### src/hw/owp_pkg.sv
// Constants, state codes and pin bundle for the word programming sequencer
package owp_pkg;

	localparam int CLK_PERIOD_NS   = 25;
	localparam int PULSE_NOM_US    = 100;
	localparam int PULSE_MIN_US    = 95;
	localparam int PULSE_MAX_US    = 105;
	localparam int SETUP_US        = 2;
	localparam int HOLD_US         = 2;
	localparam int SUPPLY_SETUP_US = 2;
	localparam int OE_VALID_NS     = 150;
	localparam int RELEASE_NS      = 130;

	localparam int PULSE_CYC   = (PULSE_NOM_US * 1000) / CLK_PERIOD_NS;
	localparam int PULSE_MIN_C = (PULSE_MIN_US * 1000 + CLK_PERIOD_NS - 1) / CLK_PERIOD_NS;
	localparam int PULSE_MAX_C = (PULSE_MAX_US * 1000) / CLK_PERIOD_NS;
	localparam int SETUP_CYC   = (SETUP_US * 1000 + CLK_PERIOD_NS - 1) / CLK_PERIOD_NS;
	localparam int HOLD_CYC    = (HOLD_US * 1000 + CLK_PERIOD_NS - 1) / CLK_PERIOD_NS;
	localparam int SUPPLY_CYC  = (SUPPLY_SETUP_US * 1000 + CLK_PERIOD_NS - 1) / CLK_PERIOD_NS;
	localparam int SYNC_CYC    = 2;
	localparam int OE_CYC      = (OE_VALID_NS + CLK_PERIOD_NS - 1) / CLK_PERIOD_NS + SYNC_CYC;
	localparam int RELEASE_CYC = (RELEASE_NS + CLK_PERIOD_NS - 1) / CLK_PERIOD_NS;

	localparam int ADDR_W       = 16;
	localparam int DATA_W       = 16;
	localparam int TIMER_W      = 13;
	localparam int RETRY_W      = 4;
	localparam logic [ADDR_W-1:0]  LAST_ADDR   = 16'hffff;
	localparam logic [RETRY_W-1:0] RETRY_LIMIT = 4'ha;

	typedef enum logic [8:0] {
		ST_IDLE    = 9'h001,
		ST_SUPPLY  = 9'h002,
		ST_SETUP   = 9'h004,
		ST_PULSE   = 9'h008,
		ST_HOLD    = 9'h010,
		ST_READ    = 9'h020,
		ST_RELEASE = 9'h040,
		ST_LOWER   = 9'h080,
		ST_DONE    = 9'h100
	} owp_state_type;

	typedef enum logic [3:0] {
		PH_FIRST  = 4'h1,
		PH_VERIFY = 4'h2,
		PH_FINAL  = 4'h4,
		PH_ID     = 4'h8
	} owp_phase_type;

	typedef struct packed {
		logic [ADDR_W-1:0] addr;
		logic [DATA_W-1:0] data_out;
		logic              data_oe;
		logic              chip_enable_n;
		logic              output_enable_n;
		logic              program_strobe_n;
		logic              id_entry_address_line;
		logic              vcc_raise;
		logic              vpp_raise;
	} owp_pins_type;

endpackage

### src/hw/owp_sequencer.sv
// Programmer-side sequencer: rapid program/verify algorithm and id read
`timescale 1ns/100ps
module owp_sequencer
	import owp_pkg::*;
(
	input  wire logic                sys_clk,
	input  wire logic                rstn,
	input  wire logic                start_program,
	input  wire logic                start_id,
	input  wire logic                id_select,
	input  wire logic [DATA_W-1:0]   src_data,
	output logic [ADDR_W-1:0]        src_addr,
	input  wire logic [DATA_W-1:0]   mem_data_in,
	output owp_pins_type             pins,
	output logic                     busy,
	output logic                     done,
	output logic                     pass,
	output logic                     fail,
	output logic [ADDR_W-1:0]        fail_addr,
	output logic [DATA_W-1:0]        id_word
);

	////////////////////////////////////////////////////////////////////////
	// Data pin synchroniser; the device is not on our clock

	logic [DATA_W-1:0] data_meta;
	logic [DATA_W-1:0] data_sync;

	always_ff @(posedge sys_clk or negedge rstn) begin
		if (!rstn) begin
			data_meta <= '0;
			data_sync <= '0;
		end else begin
			data_meta <= mem_data_in;
			data_sync <= data_meta;
		end
	end

	////////////////////////////////////////////////////////////////////////
	// Sequencer

	function automatic logic [TIMER_W-1:0] cycles(input int n);
		cycles = TIMER_W'(n - 1);
	endfunction

	owp_state_type        state, next_state;
	owp_phase_type        phase, next_phase;
	logic [TIMER_W-1:0]   timer, next_timer;
	logic [RETRY_W-1:0]   retries, next_retries;
	logic                 mismatch, next_mismatch;
	owp_pins_type         next_pins;
	logic                 next_busy, next_done, next_pass, next_fail;
	logic [ADDR_W-1:0]    next_src_addr, next_fail_addr;
	logic [DATA_W-1:0]    next_id_word;

	always_comb begin
		next_state     = state;
		next_phase     = phase;
		next_timer     = (timer != '0) ? timer - 1'b1 : timer;
		next_retries   = retries;
		next_mismatch  = mismatch;
		next_pins      = pins;
		next_busy      = busy;
		next_done      = 1'b0;
		next_pass      = pass;
		next_fail      = fail;
		next_src_addr  = src_addr;
		next_fail_addr = fail_addr;
		next_id_word   = id_word;
		case (state)
			ST_IDLE: begin
				next_pins.data_oe          = 1'b0;
				next_pins.chip_enable_n    = 1'b1;
				next_pins.output_enable_n  = 1'b1;
				next_pins.program_strobe_n = 1'b1;
				if (start_program) begin
					next_phase              = PH_FIRST;
					next_src_addr           = '0;
					next_pins.addr          = '0;
					next_pins.vcc_raise     = 1'b1;
					next_pins.vpp_raise     = 1'b1;
					next_retries            = '0;
					next_busy               = 1'b1;
					next_pass               = 1'b0;
					next_fail               = 1'b0;
					next_timer              = cycles(SUPPLY_CYC);
					next_state              = ST_SUPPLY;
				end else if (start_id) begin
					next_phase                      = PH_ID;
					next_pins.addr                  = {{(ADDR_W-1){1'b0}}, id_select};
					next_pins.id_entry_address_line = 1'b1;
					next_pins.chip_enable_n         = 1'b0;
					next_busy                       = 1'b1;
					next_timer                      = cycles(SETUP_CYC);
					next_state                      = ST_SUPPLY;
				end
			end
			ST_SUPPLY: begin
				// Supplies and id voltage settle before any pin activity counts
				if (timer == '0) begin
					next_pins.chip_enable_n = 1'b0;
					if (phase == PH_ID) begin
						next_pins.output_enable_n = 1'b0;
						next_timer                = cycles(OE_CYC);
						next_state                = ST_READ;
					end else begin
						next_pins.data_out = src_data;
						next_pins.data_oe  = 1'b1;
						next_timer         = cycles(SETUP_CYC);
						next_state         = ST_SETUP;
					end
				end
			end
			ST_SETUP: begin
				next_pins.data_out = src_data;
				if (timer == '0) begin
					next_pins.program_strobe_n = 1'b0;
					next_timer                 = cycles(PULSE_CYC);
					next_state                 = ST_PULSE;
				end
			end
			ST_PULSE: begin
				if (timer == '0) begin
					next_pins.program_strobe_n = 1'b1;
					next_timer                 = cycles(HOLD_CYC);
					next_state                 = ST_HOLD;
				end
			end
			ST_HOLD: begin
				if (timer == '0) begin
					if (phase == PH_FIRST && pins.addr != LAST_ADDR) begin
						next_pins.addr = pins.addr + 1'b1;
						next_src_addr  = pins.addr + 1'b1;
						next_timer     = cycles(SETUP_CYC);
						next_state     = ST_SETUP;
					end else begin
						if (phase == PH_FIRST) begin
							next_phase     = PH_VERIFY;
							next_pins.addr = '0;
							next_src_addr  = '0;
							next_retries   = '0;
						end
						next_pins.data_oe         = 1'b0;
						next_pins.output_enable_n = 1'b0;
						next_timer                = cycles(OE_CYC);
						next_state                = ST_READ;
					end
				end
			end
			ST_READ: begin
				if (timer == '0) begin
					next_mismatch             = (data_sync != src_data);
					next_id_word              = (phase == PH_ID) ? data_sync : id_word;
					next_pins.output_enable_n = 1'b1;
					next_timer                = cycles(RELEASE_CYC);
					next_state                = ST_RELEASE;
				end
			end
			ST_RELEASE: begin
				// Bus stays undriven until the device has surely floated
				if (timer == '0) begin
					if (phase == PH_ID) begin
						next_pins.id_entry_address_line = 1'b0;
						next_pins.chip_enable_n         = 1'b1;
						next_pins.addr                  = '0;
						next_state                      = ST_DONE;
					end else if (mismatch && phase == PH_VERIFY && retries != RETRY_LIMIT) begin
						next_retries       = retries + 1'b1;
						next_pins.data_out = src_data;
						next_pins.data_oe  = 1'b1;
						next_timer         = cycles(SETUP_CYC);
						next_state         = ST_SETUP;
					end else if (mismatch) begin
						next_fail                 = 1'b1;
						next_fail_addr            = pins.addr;
						next_pins.vcc_raise       = 1'b0;
						next_pins.vpp_raise       = 1'b0;
						next_pins.chip_enable_n   = 1'b1;
						next_state                = ST_DONE;
					end else if (pins.addr != LAST_ADDR) begin
						next_pins.addr            = pins.addr + 1'b1;
						next_src_addr             = pins.addr + 1'b1;
						next_retries              = '0;
						next_timer                = cycles(SETUP_CYC);
						next_state                = ST_LOWER;
					end else if (phase == PH_VERIFY) begin
						next_phase                = PH_FINAL;
						next_pins.addr            = '0;
						next_src_addr             = '0;
						next_pins.vcc_raise       = 1'b0;
						next_pins.vpp_raise       = 1'b0;
						next_timer                = cycles(SUPPLY_CYC);
						next_state                = ST_LOWER;
					end else begin
						next_pass                 = 1'b1;
						next_pins.chip_enable_n   = 1'b1;
						next_state                = ST_DONE;
					end
				end
			end
			ST_LOWER: begin
				// Address settle or supply fall before the next read
				if (timer == '0) begin
					next_pins.output_enable_n = 1'b0;
					next_timer                = cycles(OE_CYC);
					next_state                = ST_READ;
				end
			end
			ST_DONE: begin
				next_busy  = 1'b0;
				next_done  = 1'b1;
				next_state = ST_IDLE;
			end
			default: begin
				next_state = ST_IDLE;
			end
		endcase
	end

	always_ff @(posedge sys_clk or negedge rstn) begin
		if (!rstn) begin
			state     <= ST_IDLE;
			phase     <= PH_FIRST;
			timer     <= '0;
			retries   <= '0;
			mismatch  <= 1'b0;
			pins      <= '{addr: '0, data_out: '0, data_oe: 1'b0, chip_enable_n: 1'b1,
				output_enable_n: 1'b1, program_strobe_n: 1'b1, id_entry_address_line: 1'b0,
				vcc_raise: 1'b0, vpp_raise: 1'b0};
			busy      <= 1'b0;
			done      <= 1'b0;
			pass      <= 1'b0;
			fail      <= 1'b0;
			src_addr  <= '0;
			fail_addr <= '0;
			id_word   <= '0;
		end else begin
			state     <= next_state;
			phase     <= next_phase;
			timer     <= next_timer;
			retries   <= next_retries;
			mismatch  <= next_mismatch;
			pins      <= next_pins;
			busy      <= next_busy;
			done      <= next_done;
			pass      <= next_pass;
			fail      <= next_fail;
			src_addr  <= next_src_addr;
			fail_addr <= next_fail_addr;
			id_word   <= next_id_word;
		end
	end

endmodule // owp_sequencer

### config.mk
export PLATFORM = sky130hd
export DESIGN_NAME = owp_sequencer
export DESIGN_NICKNAME = d
export VERILOG_FILES = /design/src/hw/owp_pkg.sv /design/src/hw/owp_sequencer.sv
export SDC_FILE = /design/constraint.sdc
export NUM_CORES = 1
export LEC_CHECK = 0
export ABC_CLOCK_PERIOD_IN_PS = 4000
export BUFFER_PORTS_ARGS = -buffer_cell sky130_fd_sc_hd__buf_4
export CAP_MARGIN = 20
export CORE_ASPECT_RATIO = 2
export CORE_MARGIN = 2
export CORE_UTILIZATION = 35
export CTS_BUF_LIST = sky130_fd_sc_hd__clkbuf_4 sky130_fd_sc_hd__clkbuf_8 sky130_fd_sc_hd__clkbuf_16
export DETAILED_ROUTE_END_ITERATION = 16
export SLEW_MARGIN = 20
export SYNTH_ARGS = -nofsm -noshare
export SYNTH_HDL_FRONTEND = slang
export SYNTH_SLANG_ARGS = --single-unit
### constraint.sdc
create_clock -name sys_clk -period 4 [get_ports sys_clk]
set_clock_uncertainty 0.2 [all_clocks]
set_input_delay 0.6 -clock sys_clk [delete_from_list [all_inputs] [get_ports sys_clk]]
set_output_delay 0.6 -clock sys_clk [all_outputs]
set_load 0.005 [all_outputs]
==> run summary, run 1 <==
Leak: 4.18 nW
Root buffer cell: clkbuf_16
Syn_nets: 658
# rows: 72
Die height: 203 µm
Avg Inst Size Synth: 11.3 µm²
Via density: 5.32
Max Root-Sink Buffers: 2
Die W: 104 µm
Post-synth ARST share: 100%
YS warnings: 0
Final net count: 791
CORE AREA: 0.0194 mm²
Setup TNS: 0 ps
Slew Viols, Final: 0
Final Util: 45.5%
Crit path kind: flip-flop to flip-flop
Die area: 0.0211 mm²
Post-synthesis sequential element count: 153
Worst slew pin tran: 798 ps
Setup Fix Bufs, Post-CTS: 0
Crit path from: timer[1]
Yosys cell types: 70
Crit Path Max Fanout: 25
Fin area: 0.00881 mm²
# DRC: 0
Post-synth EDFFs: 0
Total grt overflow: 0
Top cells by area, synth: dfrtp_1 (53%), mux2_2 (6.8%), nand2_1 (3.3%)
Number of max-cap violations: 0
CTS buffer count: 17
CTS tree: yes
Switching power: 1.53 mW
CTS resizes: 0
Area Overhead vs Synth: 26.8%
Drt pass-1 iters: 5
Routability cong.: 0.977
H-tree lvl count: 4
Max Clk Rate: 304 MHz
DP HPWL: 14600 µm
RSZ-0062 raised after global routing: no
WP data arrival: 3460 ps
P_int: 3.30 mW
PwrDens: 549 mW/mm²
Ports: 128
Vias post-DR: 5436
Yosys top cell area share: 53.3%
Crit path launch type: flip-flop
Clock Sink Count: 153
Sw frac: 31.7%
Main synth FF type: dfrtp_1
Post-DP Area: 0.00821 mm²
R2R Path Start: timer[1]
Comb pwr share: 26.7%
Status: completed
Initial antenna violation count: 0
Drt wl/cell: 19.3 µm
GRT Resource Usage Total: 19.3%
Clock power frac: 33.7%
Post-synthesis sequential area ratio: 55.2%
Antenna-violating nets left: 0
Hold Buf Count CTS: 0
PortBufs: 127
Largest net degree at the start of global routing: 89
# setup viols final: 0
Clock slew at reported path FFs: 60 ps
Reg power frac: 39.5%
Cell Area, Synth: 0.00695 mm²
Starting Density: 35.9%
Vias in the first global route: 5754
Fin crit share: 82.2%
Critical Path RT: 4170 ps
Worst Hold Class: input port to async pin
Slew headroom: 46.8%
Iteration-0 DRC count of the detailed router: 365
Share of layout cells above drive strength 1: 33.1%
VDD IR max: 0.409 mV
Diode count: 0
Fin. Hold Viols: 0
First-pass GRT wire length: 31300 µm
Fillers: 1815
Synth area leader: dfrtp_1
Clock Latency Late Sink: 440 ps
Period minus WS final: 3290 ps
CP Capture Type: flip-flop
Total wire length: 19700 µm
Synth Instances: 616
## critical path, stage by stage, from the launching register on
cell      delay, ps
dfrtp_1         410
inv_1            70
ha_1            170
or3b_2          530
nor3_4          140
buf_4           190
inv_2           210
o21ai_2         280
o211ai_1        250
buf_4           280
nor4bb_1        310
a221o_1         160
## cells in the final DEF (no fill, tap or decap), types with 6 or more instances in the layout
cell type,synthesis,final
a211oi_1,7,7
a21oi_1,23,23
a22o_1,11,11
and2_1,9,9
buf_4,2,138
clkbuf_16,0,17
dfrtp_1,148,148
inv_1,14,14
mux2_2,42,42
mux2_4,10,10
nand2_1,61,61
nand3_1,13,13
nand4_1,10,10
nor2_1,33,33
nor2b_1,7,7
nor3_1,15,15
nor4_1,7,7
o211ai_1,6,6
o21a_1,8,8
o21ai_0,41,41
or2_2,6,6
or3_1,6,6
xnor2_1,25,25
## Yosys cell counts (3+ instances only)
| library cell | instances |
|---|---|
| a211oi_1 | 7 |
| a21boi_0 | 3 |
| a21o_1 | 3 |
| a21oi_1 | 23 |
| a22o_1 | 11 |
| a31oi_1 | 5 |
| and2_1 | 9 |
| and3_1 | 4 |
| and4b_1 | 3 |
| buf_2 | 5 |
| clkbuf_1 | 16 |
| dfrtp_1 | 148 |
| dfstp_2 | 5 |
| ha_1 | 5 |
| inv_1 | 14 |
| mux2_2 | 42 |
| mux2_4 | 10 |
| nand2_1 | 61 |
| nand2b_1 | 3 |
| nand3_1 | 13 |
| nand4_1 | 10 |
| nor2_1 | 33 |
| nor2b_1 | 7 |
| nor3_1 | 15 |
| nor3b_1 | 3 |
| nor4_1 | 7 |
| o211ai_1 | 6 |
| o21a_1 | 8 |
| o21ai_0 | 41 |
| o22ai_1 | 4 |
| or2_2 | 6 |
| or3_1 | 6 |
| or4_1 | 5 |
| xnor2_1 | 25 |
| xor2_1 | 5 |
## stage by stage
step                cells  power (mW)  hold slack [ps]  worst slack [ps]
global placement      989        3.18              133               874
CTS                  1021        4.85             50.6               740
detailed placement    989        3.21              135               760
floorplan             616        2.67              104              1030
global route         1021        5.05             46.0               473
finish               1021        4.84             29.5               711
## worst paths after layout
kind                            cells after the start             to  slack (ps)
max in group asynchronous                           2        pins[5]        2660
worst max register to register                     11       pins[35]         710
worst min register to register                      0   data_sync[2]         150
worst max-delay path                               11       pins[35]         710
min in group sys_clk                                1  data_meta[11]          70
worst min-delay path                                1        pins[8]          30
## flip-flops by register name (all words and copies together) (netlist names)
signal and count:
id_word 16, state 9, pins 38, fail 1
data_meta 16, pass 1, mismatch 1, done 1
fail_addr 16, busy 1, phase 4, timer 13
src_addr 16, retries 4, data_sync 16
## cells by family (layout without fill, tap and decap cells)
family	Yosys count	count (layout)	synth area share [%]
compound gates	131	131	12.4
simple gates	203	203	16.0
xor+xnor	30	30	3.78
flops	153	153	55.2
buf+inv	41	187	2.63
mux	53	53	9.12
fa+ha+maj	5	5	0.901
## per-layer routing
metal / global-route usage [%] / part of all wire [%]
met5: 0 / 0
met1: 18.8 / 34
met3: 3.93 / 4.6
met4: 12.2 / 5.2
met2: 36.7 / 56
## power by group through the flow
stage	Clock, mW	Sequential, mW	Combinational [mW]
after floorplan	0	1.87	0.795
after global placement	0	1.92	1.25
after detailed placement	0	1.93	1.27
after CTS	1.66	1.91	1.28
after global routing	1.73	1.94	1.38
final	1.63	1.91	1.29
## cell type report
| class | instances | area [µm²] | area share [%] |
|---|---|---|---|
| sequential | 153 | 3830 | 43.5 |
| clock inverter | 11 | 121 | 1.38 |
| timing repair buffer | 140 | 1070 | 12.1 |
| inverter | 15 | 56.3 | 0.639 |
| tap | 259 | 324 | 3.68 |
| clock buffer | 21 | 474 | 5.39 |
| multi-input combinational | 422 | 2930 | 33.2 |
(Power assumes the default switching activity.)
==> run 2, diff against run 1 <==
- ABC_CLOCK_PERIOD_IN_PS: 4000 -> 3430
- clock period: 4 -> 3.43 ns (I/O delays scaled with it)
==> run 2 against run 1 <==
  * Maximum frequency rose by 7.5%
  * First-iteration DRC count fell by 24%
  * Sequential share of layout area fell by 1.4 points
  * Sequential power rose by 15%
  * Wire length rose by 1.8%
  * Die area did not move
  * Via count rose by 2.2%
  * Critical path depth fell by 3
  * Register-to-register slack got worse by 340 ps
  * Global-route usage rose by 0.49 points
  * Power rose by 16%
  * Critical path type unchanged
  * Clock power rose by 12%
==> run summary, run 2 (synthesized netlist as in run 1, its figures left out) <==
Status: completed
Via density: 5.25 (-1.5%)
# rows: 72 (unchanged)
RSZ-0062 raised after global routing: no
Die W: 104 µm (unchanged)
Fin crit share: 89.3% (+7.0 points)
Sequential Area: 0.00383 mm² (unchanged)
Period minus WS final: 3060 ps (-228 ps)
Drt wl/cell: 19.0 µm (-1.8%)
Most frequent cells in the layout: buf_4 (161), dfrtp_1 (148), nand2_1 (61)
Slew headroom: 54.1% (+7.3 points)
Pre-CTS WS: 349 ps (-412 ps)
Root buffer cell: clkbuf_16
Worst slew pin tran: 688 ps (-110 ps)
Max reg flops: 38 (unchanged)
Starting Density: 35.9% (unchanged)
CTS buffer count: 17 (unchanged)
Final Util: 47.0% (+1.6 points)
Multi-input logic area: 0.00293 mm² (unchanged)
Largest net degree at the start of global routing: 73 (-18%)
Clock Latency Late Sink: 430 ps (about the same)
Slew Viols, Final: 0 (unchanged)
Number of max-cap violations: 0 (unchanged)
PnR worst setup slack: 369 ps (-342 ps)
Clock Sink Count: 153 (unchanged)
Crit path kind: flip-flop to flip-flop
CORE AREA: 0.0194 mm² (unchanged)
Crit path launch type: flip-flop
Worst Hold Class: input port to flip-flop
VDD IR max: 0.335 mV (-18%)
Clock slew at reported path FFs: 60 ps (about the same)
Placed Cells: 1011 (+2.2%)
Hold Buf Count CTS: 17 (+17)
Busiest grt layer: met2
Most flops, register: pins
Leak: 4.33 nW (+3.6%)
Setup Fix Bufs, Post-CTS: 0 (unchanged)
Ports: 128 (unchanged)
Max Root-Sink Buffers: 2 (unchanged)
Max Clk Rate: 327 MHz (+7.5%)
# DRC: 0 (unchanged)
Final net count: 830 (+4.9%)
Crit Path Max Fanout: 10 (-60%)
Die area: 0.0211 mm² (unchanged)
Total grt overflow: 0 (unchanged)
Met3 usage: 3.48% (-0.45 points)
Routability cong.: 0.924 (-5.4%)
Vias in the first global route: 6011 (+4.5%)
CP Capture Type: flip-flop
WP data arrival: 3170 ps (-290 ps)
H-tree lvl count: 4 (unchanged)
PortBufs: 127 (unchanged)
Iteration-0 DRC count of the detailed router: 279 (-24%)
Area Overhead vs Synth: 31.1%
Most common cell after layout, fill and taps aside: buf_4
Vias post-DR: 5556 (+2.2%)
DP HPWL: 15400 µm (+5.6%)
M1 GR Usage: 18.5% (-0.25 points)
Diode count: 0 (unchanged)
Share of layout cells above drive strength 1: 34.1% (+1.1 points)
Critical Path RT: 3540 ps (-630 ps)
PwrDens: 618 mW/mm² (+12%)
CTS resizes: 0 (unchanged)
Setup TNS: 0 ps (unchanged)
Fillers: 1798 (-0.94%)
Antenna-violating nets left: 0 (unchanged)
CTS tree: yes
Fin. Hold Viols: 0 (unchanged)
GRT met2 Usage: 39.3% (+2.6 points)
GRT Resource Usage Total: 19.8% (+0.49 points)
Total wire length: 20100 µm (+1.8%)
Initial antenna violation count: 0 (unchanged)
Die height: 203 µm (unchanged)
Non-filler cells, final: 1059 (+3.7%)
First-pass GRT wire length: 32300 µm (+3.3%)
Drt pass-1 iters: 4 (-1)
# setup viols final: 0 (unchanged)
==> run 2: changes by cell type in the layout (fill, tap and decap cells not counted), sizes merged <==
| cell | delta |
|---|---|
| buf | +22 |
| dlygate4sd3 | +17 |
| clkinvlp | +2 |
| inv | +2 |
| clkbuf | -4 |
| bufinv | -1 |
==> run 2: worst paths after layout <==
| check | start | to | slack [ps] | cells past startpoint |
|---|---|---|---|---|
| worst min-delay path | src_data[13] | pins[20] | 140 | 2 |
| min in group asynchronous | rstn | src_addr[10] | 460 | 2 |
| max in group asynchronous | rstn | id_word[3] | 1680 | 3 |
| worst max register to register | pins[23] | src_addr[5] | 370 | 8 |
| worst min register to register | data_meta[1] | data_sync[1] | 150 | 0 |
| worst max-delay path | pins[23] | src_addr[5] | 370 | 8 |
==> run 2: routing by layer <==
layer  vias up  part of all wire (%)
met5         -                     0
met4         0                   5.0
met3        53                   3.1
met2       156                    59
met1      2786                    33
li1       2561                     -
==> run 2: where the power goes <==
| group | internal [mW] | total (mW) | switching (mW) | leakage [nW] |
|---|---|---|---|---|
| logic | 0.747 | 1.60 | 0.851 | 2.10 |
| registers | 2.03 | 2.20 | 0.177 | 1.96 |
| clock network | 1.01 | 1.82 | 0.808 | 0.268 |
| total | 3.79 | 5.62 | 1.84 | 4.33 |
==> run 2: per-stage QoR <==
stage | hold WS (ps) | area [µm²] | power (mW)
2_1_floorplan | 18.9 | 6950 | 3.11
3_3_place_gp | 131 | 8360 | 3.78
3_5_place_dp | 135 | 8360 | 3.82
4_1_cts | 114 | 9110 | 5.68
5_1_grt | 122 | 9110 | 5.90
6_report | 137 | 9110 | 5.62
==> run 2: final cells by class <==
type / instances / share of cell area [%]
Inverter: 15 / 0.618
Clock inverter: 14 / 1.62
Clock buffer: 17 / 4.67
Sequential cell: 153 / 42.1
Multi-Input combinational cell: 422 / 32.2
Timing Repair Buffer: 179 / 15.3
Tap cell: 259 / 3.56
==> run 2: worst max-delay path, stage by stage (launching register included) <==
cell	delay (ps)
dfrtp_1	440
ha_1	220
nand3_1	280
or4_1	720
o2111a_1	320
o211a_1	340
buf_4	220
o21ai_0	110
nand2_1	90
